## config.mk

```make
export PLATFORM = sky130hd
export DESIGN_NAME = bidirectional_pulse_counter
export DESIGN_NICKNAME = d
export VERILOG_FILES = /design/src/hdl/pulse_counter_pkg.sv /design/src/hdl/bidirectional_pulse_counter.sv
export SDC_FILE = /design/constraint.sdc
export NUM_CORES = 1
export LEC_CHECK = 0
export BUFFER_PORTS_ARGS = -buffer_cell sky130_fd_sc_hd__buf_2
export CAP_MARGIN = 25
export CORE_MARGIN = 4
export CORE_UTILIZATION = 53
export DETAILED_ROUTE_END_ITERATION = 16
export GPL_TIMING_DRIVEN = 0
export PLACE_DENSITY = 0.74
export SLEW_MARGIN = 40
export SYNTH_ARGS = -nofsm -noshare
export SYNTH_HDL_FRONTEND = slang
export SYNTH_SLANG_ARGS = --single-unit
```

## constraint.sdc

```tcl
create_clock -name ref_clk -period 3.7 [get_ports ref_clk]
set_input_delay 0.185 -clock ref_clk [delete_from_list [all_inputs] [get_ports ref_clk]]
set_output_delay 0.185 -clock ref_clk [all_outputs]
set_load 0.01 [all_outputs]
```

## src/hdl/pulse_counter_pkg.sv

```systemverilog
// Constants shared by the bidirectional pulse counter
package pulse_counter_pkg;
    localparam int VALUE_W = 16;
    localparam logic [15:0] VALUE_MAX = 16'h7fff;
    localparam logic [15:0] VALUE_MIN = 16'h8000;
    localparam logic [15:0] VALUE_RESET = 16'h0000;
    localparam logic [14:0] PRESET_RESET = 15'h0000;
    localparam logic [14:0] DURATION_RESET = 15'h0001;
    localparam logic [14:0] DURATION_MIN = 15'h0001;
    // Pulse duration unit and clock rate
    localparam int UNIT_MS = 100;
    localparam int CLK_HZ = 10000000;
    localparam int UNIT_CYCLES = (CLK_HZ / 1000) * UNIT_MS;
    // Cycle type and front-panel write select
    localparam logic CYCLE_SINGLE = 1'b0;
    localparam logic CYCLE_REPEAT = 1'b1;
    localparam logic [1:0] SEL_PRESET = 2'h0;
    localparam logic [1:0] SEL_DURATION = 2'h1;
    localparam logic [1:0] SEL_MODE = 2'h2;
endpackage

```

## src/hdl/bidirectional_pulse_counter.sv

```systemverilog
// Signed 16-bit up/down pulse counter with target contact and pulse stretch
// Operation
// - Upcount: contact active while value is at or above the preset.
// - Downcount: contact active while value is at or below zero.
// - Increment past +32767 wraps to -32768.
// - Decrement past -32768 wraps to +32767.
// - Value is net sum of counts since last reset to initial state.
// - Increment input raises value, decrement input lowers it.
// - Repetitive: output drops once the pulse duration has elapsed.
// - Repetitive: recurring condition during pulse restarts full duration.
// - Pulse duration only matters in repetitive cycle mode.
// - Initialization clears value, direct contact off, inverted contact on.
// - Latching keeps the value across a power outage.
// - Value changes only while the count-enable coil is active; the coil gates counting only, reset coil and reloads act regardless.
// - Reset coil loads zero upcounting, preset downcounting.
// - Repetitive: reload on target, zero when up, preset when down.
// - Pulse duration 1 to 32767 in 100 ms units.
//
// The plain strobed port and the placing of the registers were decided locally.
`timescale 1ns/1ps

module bidirectional_pulse_counter #(
    parameter int UNIT_CYCLES = pulse_counter_pkg::UNIT_CYCLES
) (
    input wire logic ref_clk, // System clock, 10 MHz
    input wire logic rst_b, // Synchronous reset, active low
    input wire logic program_init, // Program initialization pulse
    input wire logic power_restore, // Power came back after an outage
    input wire logic increment_input, // Count-up pulse input
    input wire logic decrement_input, // Count-down pulse input
    input wire logic count_enable_coil, // Counting allowed while high
    input wire logic counter_reset_coil, // Reload to initial state
    input wire logic latching_en, // Retain value across outage
    input wire logic lock_en, // Refuse front-panel changes
    input wire logic panel_wr, // Front-panel parameter write strobe
    input wire logic [1:0] panel_sel, // Parameter being written
    input wire logic [15:0] panel_data, // Parameter value
    input wire logic [31:0] sw_addr, // Register address
    input wire logic [31:0] sw_wdata, // Register write data
    input wire logic sw_wr, // Register write strobe
    input wire logic sw_rd, // Register read strobe
    output logic [31:0] sw_rdata, // Register read data, one cycle late
    output logic [15:0] counter_value, // Current signed count
    output logic target_reached_contact, // Direct contact
    output logic target_reached_contact_b, // Inverted contact
    output logic [14:0] panel_preset_view, // Preset shown in menu, zero when locked
    output logic panel_refused, // Front-panel write refused
    output logic irq // Level interrupt
);
    // Register map
    localparam logic [31:0] ADDR_CTRL = 32'h0000_0000;
    localparam logic [31:0] ADDR_PRESET = 32'h0000_0004;
    localparam logic [31:0] ADDR_DURATION = 32'h0000_0008;
    localparam logic [31:0] ADDR_VALUE = 32'h0000_000c;
    localparam logic [31:0] ADDR_STATUS = 32'h0000_0010;
    localparam logic [31:0] ADDR_MASK = 32'h0000_0014;

    logic upcount_mode_r;
    logic cycle_type_r;
    logic [14:0] preset_r;
    logic [14:0] duration_r;
    logic [15:0] value_r;
    logic [15:0] value_nxt;
    logic [2:0] inc_sync_r;
    logic [2:0] dec_sync_r;
    logic inc_edge;
    logic dec_edge;
    logic target_hit;
    logic pulse_active_r;
    logic [31:0] unit_cnt_r;
    logic [14:0] units_left_r;
    logic [2:0] status_r;
    logic [2:0] mask_r;
    logic [2:0] events;
    logic wr_ctrl;
    logic panel_ok;

    // Three stages: two to synchronise, third only for edge detection
    always_ff @(posedge ref_clk) begin
        if (!rst_b) begin
            inc_sync_r <= 3'h0;
            dec_sync_r <= 3'h0;
        end else begin
            inc_sync_r <= {inc_sync_r[1:0], increment_input};
            dec_sync_r <= {dec_sync_r[1:0], decrement_input};
        end
    end

    assign inc_edge = inc_sync_r[1] & ~inc_sync_r[2];
    assign dec_edge = dec_sync_r[1] & ~dec_sync_r[2];

    // Target condition in signed arithmetic
    always_comb begin
        if (upcount_mode_r) begin
            target_hit = $signed(value_r) >= $signed({1'b0, preset_r});
        end else begin
            target_hit = $signed(value_r) <= $signed(16'h0000);
        end
    end

    // Front-panel parameter changes are refused while locked
    assign panel_ok = panel_wr & ~lock_en;
    assign wr_ctrl = sw_wr & (sw_addr == ADDR_CTRL);

    // Configuration registers, reachable by software and by the front panel
    always_ff @(posedge ref_clk) begin
        if (!rst_b) begin
            upcount_mode_r <= 1'b1;
            cycle_type_r <= pulse_counter_pkg::CYCLE_SINGLE;
            preset_r <= pulse_counter_pkg::PRESET_RESET;
            duration_r <= pulse_counter_pkg::DURATION_RESET;
        end else if (sw_wr) begin
            if (wr_ctrl) begin
                upcount_mode_r <= sw_wdata[0];
                cycle_type_r <= sw_wdata[1];
            end
            if (sw_addr == ADDR_PRESET) begin
                preset_r <= sw_wdata[14:0];
            end
            // Zero is out of range, keep the old duration
            if (sw_addr == ADDR_DURATION && sw_wdata[14:0] >= pulse_counter_pkg::DURATION_MIN) begin
                duration_r <= sw_wdata[14:0];
            end
        end else if (panel_ok) begin
            unique case (panel_sel)
                pulse_counter_pkg::SEL_PRESET: preset_r <= panel_data[14:0];
                pulse_counter_pkg::SEL_DURATION: begin
                    if (panel_data[14:0] >= pulse_counter_pkg::DURATION_MIN) begin
                        duration_r <= panel_data[14:0];
                    end
                end
                pulse_counter_pkg::SEL_MODE: begin
                    upcount_mode_r <= panel_data[0];
                    cycle_type_r <= panel_data[1];
                end
                default: begin
                end
            endcase
        end
    end

    // Next count value; 16-bit add wraps naturally at the signed limits
    always_comb begin
        value_nxt = value_r;
        if (count_enable_coil && (inc_edge ^ dec_edge)) begin
            if (inc_edge) begin
                value_nxt = value_r + 16'h0001;
            end else begin
                value_nxt = value_r - 16'h0001;
            end
        end
    end

    // Counter value: init, outage, reset coil, repetitive reload, counting
    always_ff @(posedge ref_clk) begin
        if (!rst_b || program_init) begin
            value_r <= pulse_counter_pkg::VALUE_RESET;
        end else if (power_restore) begin
            if (!latching_en) begin
                value_r <= pulse_counter_pkg::VALUE_RESET;
            end
        end else if (counter_reset_coil) begin
            value_r <= upcount_mode_r ? pulse_counter_pkg::VALUE_RESET
                                      : {1'b0, preset_r};
        end else if (cycle_type_r == pulse_counter_pkg::CYCLE_REPEAT && target_hit) begin
            value_r <= upcount_mode_r ? pulse_counter_pkg::VALUE_RESET
                                      : {1'b0, preset_r};
        end else begin
            value_r <= value_nxt;
        end
    end

    // Stretch timer: 100 ms tick and a count of remaining units
    always_ff @(posedge ref_clk) begin
        if (!rst_b || program_init || cycle_type_r == pulse_counter_pkg::CYCLE_SINGLE) begin
            pulse_active_r <= 1'b0;
            unit_cnt_r <= 32'h0;
            units_left_r <= 15'h0;
        end else if (target_hit && !counter_reset_coil) begin
            // Condition recurring restarts a full duration
            pulse_active_r <= 1'b1;
            unit_cnt_r <= 32'h0;
            units_left_r <= duration_r;
        end else if (pulse_active_r) begin
            if (unit_cnt_r == 32'(UNIT_CYCLES - 1)) begin
                unit_cnt_r <= 32'h0;
                units_left_r <= units_left_r - 15'h1;
                if (units_left_r == 15'h1) begin
                    pulse_active_r <= 1'b0;
                end
            end else begin
                unit_cnt_r <= unit_cnt_r + 32'h1;
            end
        end
    end

    // Contacts and visible value, all registered
    always_ff @(posedge ref_clk) begin
        if (!rst_b || program_init) begin
            target_reached_contact <= 1'b0;
            target_reached_contact_b <= 1'b1;
            counter_value <= pulse_counter_pkg::VALUE_RESET;
            panel_preset_view <= 15'h0;
            panel_refused <= 1'b0;
        end else begin
            if (cycle_type_r == pulse_counter_pkg::CYCLE_REPEAT) begin
                target_reached_contact <= pulse_active_r;
                target_reached_contact_b <= ~pulse_active_r;
            end else begin
                target_reached_contact <= target_hit;
                target_reached_contact_b <= ~target_hit;
            end
            counter_value <= value_r;
            panel_preset_view <= lock_en ? 15'h0 : preset_r;
            panel_refused <= panel_wr & lock_en;
        end
    end

    // Events: target reached, wrap, refused panel write
    assign events[0] = target_hit & ~(cycle_type_r == pulse_counter_pkg::CYCLE_REPEAT
                       ? 1'b0 : target_reached_contact);
    assign events[1] = (value_nxt == pulse_counter_pkg::VALUE_MIN && value_r == pulse_counter_pkg::VALUE_MAX)
                     | (value_nxt == pulse_counter_pkg::VALUE_MAX && value_r == pulse_counter_pkg::VALUE_MIN);
    assign events[2] = panel_wr & lock_en;

    // Sticky status, write one to clear; a new event wins over the clear
    always_ff @(posedge ref_clk) begin
        if (!rst_b) begin
            status_r <= 3'h0;
        end else if (sw_wr && sw_addr == ADDR_STATUS) begin
            status_r <= (status_r & ~sw_wdata[2:0]) | events;
        end else begin
            status_r <= status_r | events;
        end
    end

    // Interrupt mask
    always_ff @(posedge ref_clk) begin
        if (!rst_b) begin
            mask_r <= 3'h0;
        end else if (sw_wr && sw_addr == ADDR_MASK) begin
            mask_r <= sw_wdata[2:0];
        end
    end

    // Interrupt level from a flip-flop, one cycle behind status
    always_ff @(posedge ref_clk) begin
        if (!rst_b) begin
            irq <= 1'b0;
        end else begin
            irq <= |(status_r & mask_r);
        end
    end

    // Read data one cycle after the strobe, zero otherwise and when unmapped
    always_ff @(posedge ref_clk) begin
        if (!rst_b || !sw_rd) begin
            sw_rdata <= 32'h0;
        end else begin
            unique case (sw_addr)
                ADDR_CTRL: sw_rdata <= {30'h0, cycle_type_r, upcount_mode_r};
                ADDR_PRESET: sw_rdata <= {17'h0, preset_r};
                ADDR_DURATION: sw_rdata <= {17'h0, duration_r};
                ADDR_VALUE: sw_rdata <= {16'h0, value_r};
                ADDR_STATUS: sw_rdata <= {28'h0, pulse_active_r, status_r};
                ADDR_MASK: sw_rdata <= {29'h0, mask_r};
                default: sw_rdata <= 32'h0;
            endcase
        end
    end
endmodule

```

### After elaboration in Yosys (flattened, before gate mapping)

Index checks and enable logic that the tools add are counted.

* $add $sub $neg: 4
* order comparisons: 4
* equality and inequality tests: 17
* muxes and demuxes: 38
* bitwise operators: 20
* reductions and logical operators: 30

Operator list (number)
* two-way mux 15 bit: 13
* two-way mux 16 bit: 6
* case mux 16 bit (6 select lines): 1
* == test 32 x 4 -> 1 bit (second input constant): 2
* == test 32 x 5 -> 1 bit (second input constant): 2
* adder 32 x 1 -> 32 bit (second input constant): 1
* == test 16 x 15 -> 1 bit (second input constant): 2
* == test 16 bit (second input constant): 2
* == test 32 x 20 -> 1 bit (second input constant): 1
* == test 32 x 3 -> 1 bit (second input constant): 1
* zero test 32 bit: 1
* two-way mux 32 bit: 1
* >= comparator 15 x 1 -> 1 bit (second input constant): 2
* adder 16 x 1 -> 16 bit (second input constant): 1
* >= comparator 16 bit: 1
* less-or-equal comparator 16 x 1 -> 1 bit (second input constant): 1
* two-way mux 1 bit: 16
* subtractor 16 x 1 -> 16 bit (second input constant): 1
* == test 15 x 1 -> 1 bit (second input constant): 1
* subtractor 15 x 1 -> 15 bit (second input constant): 1
* nonzero test 2 bit: 7
* logical AND 1 bit: 8
* NOT 1 bit: 7
* AND 1 bit: 6
* 18 further kinds: 28

* flip-flop bits (word level): 175
* input port bits: 95
* output and inout bits: 67
* word-level logic and storage cells: 132

### Longest topological paths before layout

* depth in word-level cells: 10
* depth in mapped cells: 13
* gate-level depth less buffers: 12

### Worst setup path after synthesis

OpenSTA, ideal clock, no wires.

* path kind: register -> register
* start: register inc_sync_r[2]
* end: register value_r[15]
* setup time: 0.117 ns
* data arrival time: 2.995 ns
* data required time: 3.583 ns
* setup slack: 0.588 ns
* cell stages (with the launch flop): 11
* path buffers: 0
* clock period less this slack: 3.112 ns
* cell sequence: dfxtp_1 -> nand2b_1 -> ha_1 -> nand3_1 -> o2111ai_1 -> a211oi_1 -> or4_1 -> a211o_1 -> nand2_1 -> xnor2_1 -> a32o_1

* word-level cells in the longest chain between the ends: 8
* elaborated cells on any way between the ends: 9
* those cells by class: mux: 5; bitwise: 3; reduce/logical: 1

Ends and longest elaborated chain
* start: declaration: line bidirectional_pulse_counter.sv:64 `logic [2:0] inc_sync_r;`
* start signal: assignment: line bidirectional_pulse_counter.sv:84 `inc_sync_r <= {inc_sync_r[1:0], increment_input};`
* NOT 1 bit (*): line bidirectional_pulse_counter.sv:89 `assign inc_edge = inc_sync_r[1] & ~inc_sync_r[2];`
* AND 1 bit (*): line bidirectional_pulse_counter.sv:89
* bitwise XOR 1 bit: line bidirectional_pulse_counter.sv:145 `if (count_enable_coil && (inc_edge ^ dec_edge)) begin`
* logical AND 1 bit: line bidirectional_pulse_counter.sv:145
* two-way mux 16 bit (*): line bidirectional_pulse_counter.sv:145
* two-way mux 16 bit (*): line bidirectional_pulse_counter.sv:165 `end else if (cycle_type_r == pulse_counter_pkg::CYCLE_REPEAT && target_hit) begin`
* two-way mux 16 bit (*): line bidirectional_pulse_counter.sv:162 `end else if (counter_reset_coil) begin`
* two-way mux 16 bit (*): line bidirectional_pulse_counter.sv:158 `end else if (power_restore) begin`
* end signal: assignment: line bidirectional_pulse_counter.sv:160 `value_r <= pulse_counter_pkg::VALUE_RESET;`
* end signal: assignment: line bidirectional_pulse_counter.sv:163 `value_r <= upcount_mode_r ? pulse_counter_pkg::VALUE_RESET`
* end signal: assignment: line bidirectional_pulse_counter.sv:166 `value_r <= upcount_mode_r ? pulse_counter_pkg::VALUE_RESET`
* end: declaration: line bidirectional_pulse_counter.sv:62 `logic [15:0] value_r;`

Every way passes the cells marked *; elsewhere a longest branch is shown, timed or not.
A chain may end at the register's enable or synchronous reset.

### Final worst setup path

* start: register inc_sync_r[2]
* end: register status_r[1]

* word-level cells in the longest chain between the ends: 10
* elaborated cells on any way between the ends: 14
* those cells by class: eq/ne: 2; mux: 3; bitwise: 6; reduce/logical: 3

Ends and longest elaborated chain
* NOT 1 bit (*): line bidirectional_pulse_counter.sv:89
* AND 1 bit (*): line bidirectional_pulse_counter.sv:89
* bitwise XOR 1 bit: line bidirectional_pulse_counter.sv:145
* logical AND 1 bit: line bidirectional_pulse_counter.sv:145
* two-way mux 16 bit (*): line bidirectional_pulse_counter.sv:145
* == test 16 bit or == test 16 x 15 -> 1 bit (tied branches): line bidirectional_pulse_counter.sv:222, bidirectional_pulse_counter.sv:223
* logical AND 1 bit, on equally long branches: line bidirectional_pulse_counter.sv:222, bidirectional_pulse_counter.sv:223
* OR 1 bit (*): line bidirectional_pulse_counter.sv:223 `| (value_nxt == pulse_counter_pkg::VALUE_MAX && value_r == pulse_counter_pkg::VALUE_MIN);`
* OR 3 bit, on equally long branches: line bidirectional_pulse_counter.sv:233, bidirectional_pulse_counter.sv:231
* two-way mux 3 bit (*): line bidirectional_pulse_counter.sv:230 `end else if (sw_wr && sw_addr == ADDR_STATUS) begin`
* end signal: assignment: line bidirectional_pulse_counter.sv:231 `status_r <= (status_r & ~sw_wdata[2:0]) | events;`
* end signal: assignment: line bidirectional_pulse_counter.sv:233 `status_r <= status_r | events;`
* end: declaration: line bidirectional_pulse_counter.sv:72 `logic [2:0] status_r;`

Marks and branches as above.

==> reports/results.ini <==
[clock_tree]
post_cts_buffers = 0
clkSlewWorstSetupHoldPaths_ns = 0.07
clockBufferDepth = 2
tritoncts = done
tritoncts.num_buffers = 17
cts_h_tree_depth = 4
cts.root.buffer_cell = sky130_fd_sc_hd__clkbuf_16
clk-insertion-delay-late_ns = 0.43
cts.sink_count = 159

[setup_path]
worstPathArrival_ns = 3.88
worstPathMaxFanout = 22
rrSetupSlack_ns = 0.18
crit_required_ns = 4.06
critPathKind = reg2reg
worstSetupStartpointType = register
critPathCaptureType = register

[min_path]
timing.hold.worst.class = in2reg

[die]
die_area_mm2 = 0.0182
rows = 46
core_region_area_mm2 = 0.0158
fp.dieW_um = 135
fp.dieH_um = 135
start_util = 0.540
io-pin-count = 162

[global_routing]
grt_use_total = 0.264
grt_pass1_vias = 7373
global_route.overflow_total = 0
grt_max_degree = 23
grt_antenna_before_repair = 0
grt_first_pass_wirelength_um = 38000

[power_and_ir_drop]
vdd_ir_drop_max_mv = 0.382
design_power_total_mw = 3.83
comb_power_share = 0.091
cellLeakagePower_nw = 4.28
p_switching_mw = 0.974
power-per-cell-area_mw_per_mm2 = 378
p_int_mw = 2.86
p_sw_frac = 0.254
pwr-share-clk = 0.455
share_seq_of_total_power = 0.454

[sta]
final_worst_clock_skew_ns = 0.0110
max_freq_mhz = 284
report.final.slew_viol_count = 0
timing.final.setup_violations = 0
report.final.hold_viol_count = 0
timing.max_slew.rel_slack = 0.487
finalCritPeriodShare = 0.951
rsz0062_at_grt = false
timing.hold.ws_ns = 0.0199
tightestPinTransition_ns = 0.770
fin_crit_ns = 3.52

[synth]
number_of_distinct_library_cells_after_synthesis = 77
async_set_or_reset_flop_fraction_in_the_synthesized_netlist = 0
syn_inst = 967
avgSynthCellArea_um2 = 8.84
synth_area_mm2 = 0.00855
synth-edff-count = 0
ys.warnings.count = 0
yosysSeqAreaShare = 0.372
synth-main-ff-cell = sky130_fd_sc_hd__dfxtp_1
ys_ff_latch = 159

[place]
hpwlAfterDp_um = 18100
gp_congestion = 0.940
port_buffers = 124

[route]
route.layer.met1.wl_um = 10500
routed_wirelength_um = 24100
post_drt_via_cell_ratio = 5.78
total_via_count_after_detailed_routing = 7839
wl_per_cell_um = 17.8
detailed_route_wirelength_on_metal2_um = 10900
met3_wirelength_um = 2200
detailedRoute.firstPassIterationCount = 5
postRouteAntennaNets = 0
highest_metal_layer_with_signal_wires = met4
drtIter0Drc = 688
drt_drc_violations_left = 0

[finish]
number_of_fillers_in_the_final_layout = 1379
drive_above_1_share = 0.199
area_growth_syn_to_layout_pct = 18.5
antenna_cells_inserted = 0
multi_input_combinational_cell_area_mm2 = 0.00498
final-seq-area_mm2 = 0.00318
num-nets-final = 1259

[outcome]
run_status = complete, no violations

[flow_run]
max_cap_viol_count = 0

==> through the flow <==
step	TNS, ns	cells	setup WS, ns	area (um^2)	util
after floorplan	0	982	0.588	8610	-
after global placement	-0.101	1322	-0.0831	9500	0.600
after detailed placement	0	1322	0.273	9510	0.601
after CTS	0	1356	0.243	10100	0.639
after global routing	0	1356	0.00377	10100	0.640
final	0	1356	0.180	10100	0.640
==> cells in the final DEF, fill, tap and decap left out, drive strengths merged, types with 7 or more instances in the layout <==
cell type and instances:
dfxtp 159, buf 150, nor2 92, nand2 68, clkbuf 58, mux2i 45
inv 45, ha 36, nor3 32, nand3 29, nor2b 29, xor2 29
nor4 28, nand4 26, mux2 26, o21ai 24, xnor2 23, and2 21
a21oi 21, nand2b 20, a22oi 19, conb 16, a211oi 15, and3 14
a22o 11, and4 9, o211a 9, a31oi 7, a21o 7
==> power groups by stage <==
| stage | registers, mW | logic [mW] | clock network (mW) |
|---|---|---|---|
| detailed placement | 1.78 | 0.338 | 0 |
| global route | 1.74 | 0.380 | 1.84 |
| CTS | 1.74 | 0.342 | 1.76 |
| floorplan | 1.77 | 0.216 | 0 |
| finish | 1.74 | 0.349 | 1.74 |
| global placement | 1.78 | 0.334 | 0 |
==> state kept, by name, summed over array words and instances (netlist names), 3 cells and up <==
signal and count:
preset_r 15, value_r 16, panel_preset_view 15, duration_r 15
units_left_r 15, sw_rdata 16, counter_value 16, dec_sync_r 3
mask_r 3, inc_sync_r 3, status_r 3, unit_cnt_r 32
==> worst paths after layout <==
kind	cells past startpoint	end	startpoint
hold reg to reg	1	dec_sync_r[1]$_SDFF_PN0_	dec_sync_r[0]$_SDFF_PN0_
setup reg to reg	12	status_r[1]$_SDFF_PN0_	inc_sync_r[2]$_SDFF_PN0_
hold / removal	2	panel_refused$_SDFF_PP0_	panel_wr
setup / recovery	12	status_r[1]$_SDFF_PN0_	inc_sync_r[2]$_SDFF_PN0_
==> kinds of logic (layout without fill, tap and decap cells) <==
family / count (synthesis) / after routing / share of synthesized area
buffers and inverters: 105 / 263 / 0.0549
multiplexers: 71 / 71 / 0.0869
flip-flops: 159 / 159 / 0.372
adder cells (fa/ha/maj): 37 / 37 / 0.0550
XOR/XNOR: 52 / 52 / 0.0541
other: 1 / 16 / 0.000439
AO/OA/AOI/OAI: 149 / 149 / 0.126
AND/OR/NAND/NOR: 393 / 393 / 0.250
==> timing repair <==
item	CTS	global route
endpoints found under the setup margin	0	1
resized for setup	0	1
hold buffers	2	0
hold endpoints to repair	2	0
==> synthesized netlist by cell type, types with 21 or more instances <==
library cell                 n  area, um^2
sky130_fd_sc_hd__nand2_1    68         255
sky130_fd_sc_hd__nor3_1     28         140
sky130_fd_sc_hd__and2_1     21         131
sky130_fd_sc_hd__nor2b_1    29         181
sky130_fd_sc_hd__mux2i_1    45         450
sky130_fd_sc_hd__mux2_2     23         259
sky130_fd_sc_hd__dfxtp_1   159        3180
sky130_fd_sc_hd__inv_1      41         154
sky130_fd_sc_hd__clkbuf_1   38         143
sky130_fd_sc_hd__nand4_1    25         156
sky130_fd_sc_hd__nand3_1    29         145
sky130_fd_sc_hd__xnor2_1    22         193
sky130_fd_sc_hd__ha_1       36         450
sky130_fd_sc_hd__nor4_1     23         144
sky130_fd_sc_hd__xor2_1     29         254
sky130_fd_sc_hd__nor2_1     91         342
==> area by class of cell <==
cell class              instances  area share
well taps                     216      0.0267
flip-flops and latches        159       0.314
repair buffers                126      0.0632
inverters                      41      0.0152
plain buffers                  64      0.0311
multi-input cells             718       0.491
clock inverters                12      0.0123
clock buffers                  20      0.0461
==> critical path, cell delays in order (launching register included) <==
cell and delay (ns):
sky130_fd_sc_hd__dfxtp_1 0.29, sky130_fd_sc_hd__nand2b_2 0.43, sky130_fd_sc_hd__ha_1 0.41, sky130_fd_sc_hd__clkbuf_1 0.21, sky130_fd_sc_hd__and4_1 0.26, sky130_fd_sc_hd__and2_1 0.15
sky130_fd_sc_hd__a2111oi_0 0.55, sky130_fd_sc_hd__xnor2_1 0.23, sky130_fd_sc_hd__mux2i_1 0.19, sky130_fd_sc_hd__nor4_1 0.35, sky130_fd_sc_hd__nand4b_1 0.13, sky130_fd_sc_hd__nand2_1 0.08
sky130_fd_sc_hd__a41o_1 0.15
==> routing by layer <==
metal | vias up | track usage
met4 | 0 | 0.0935
met2 | 395 | 0.419
met1 | 3638 | 0.358
li1 | 3753 | -
met5 | - | 0
met3 | 53 | 0.0533
(Power assumes the default switching activity.)
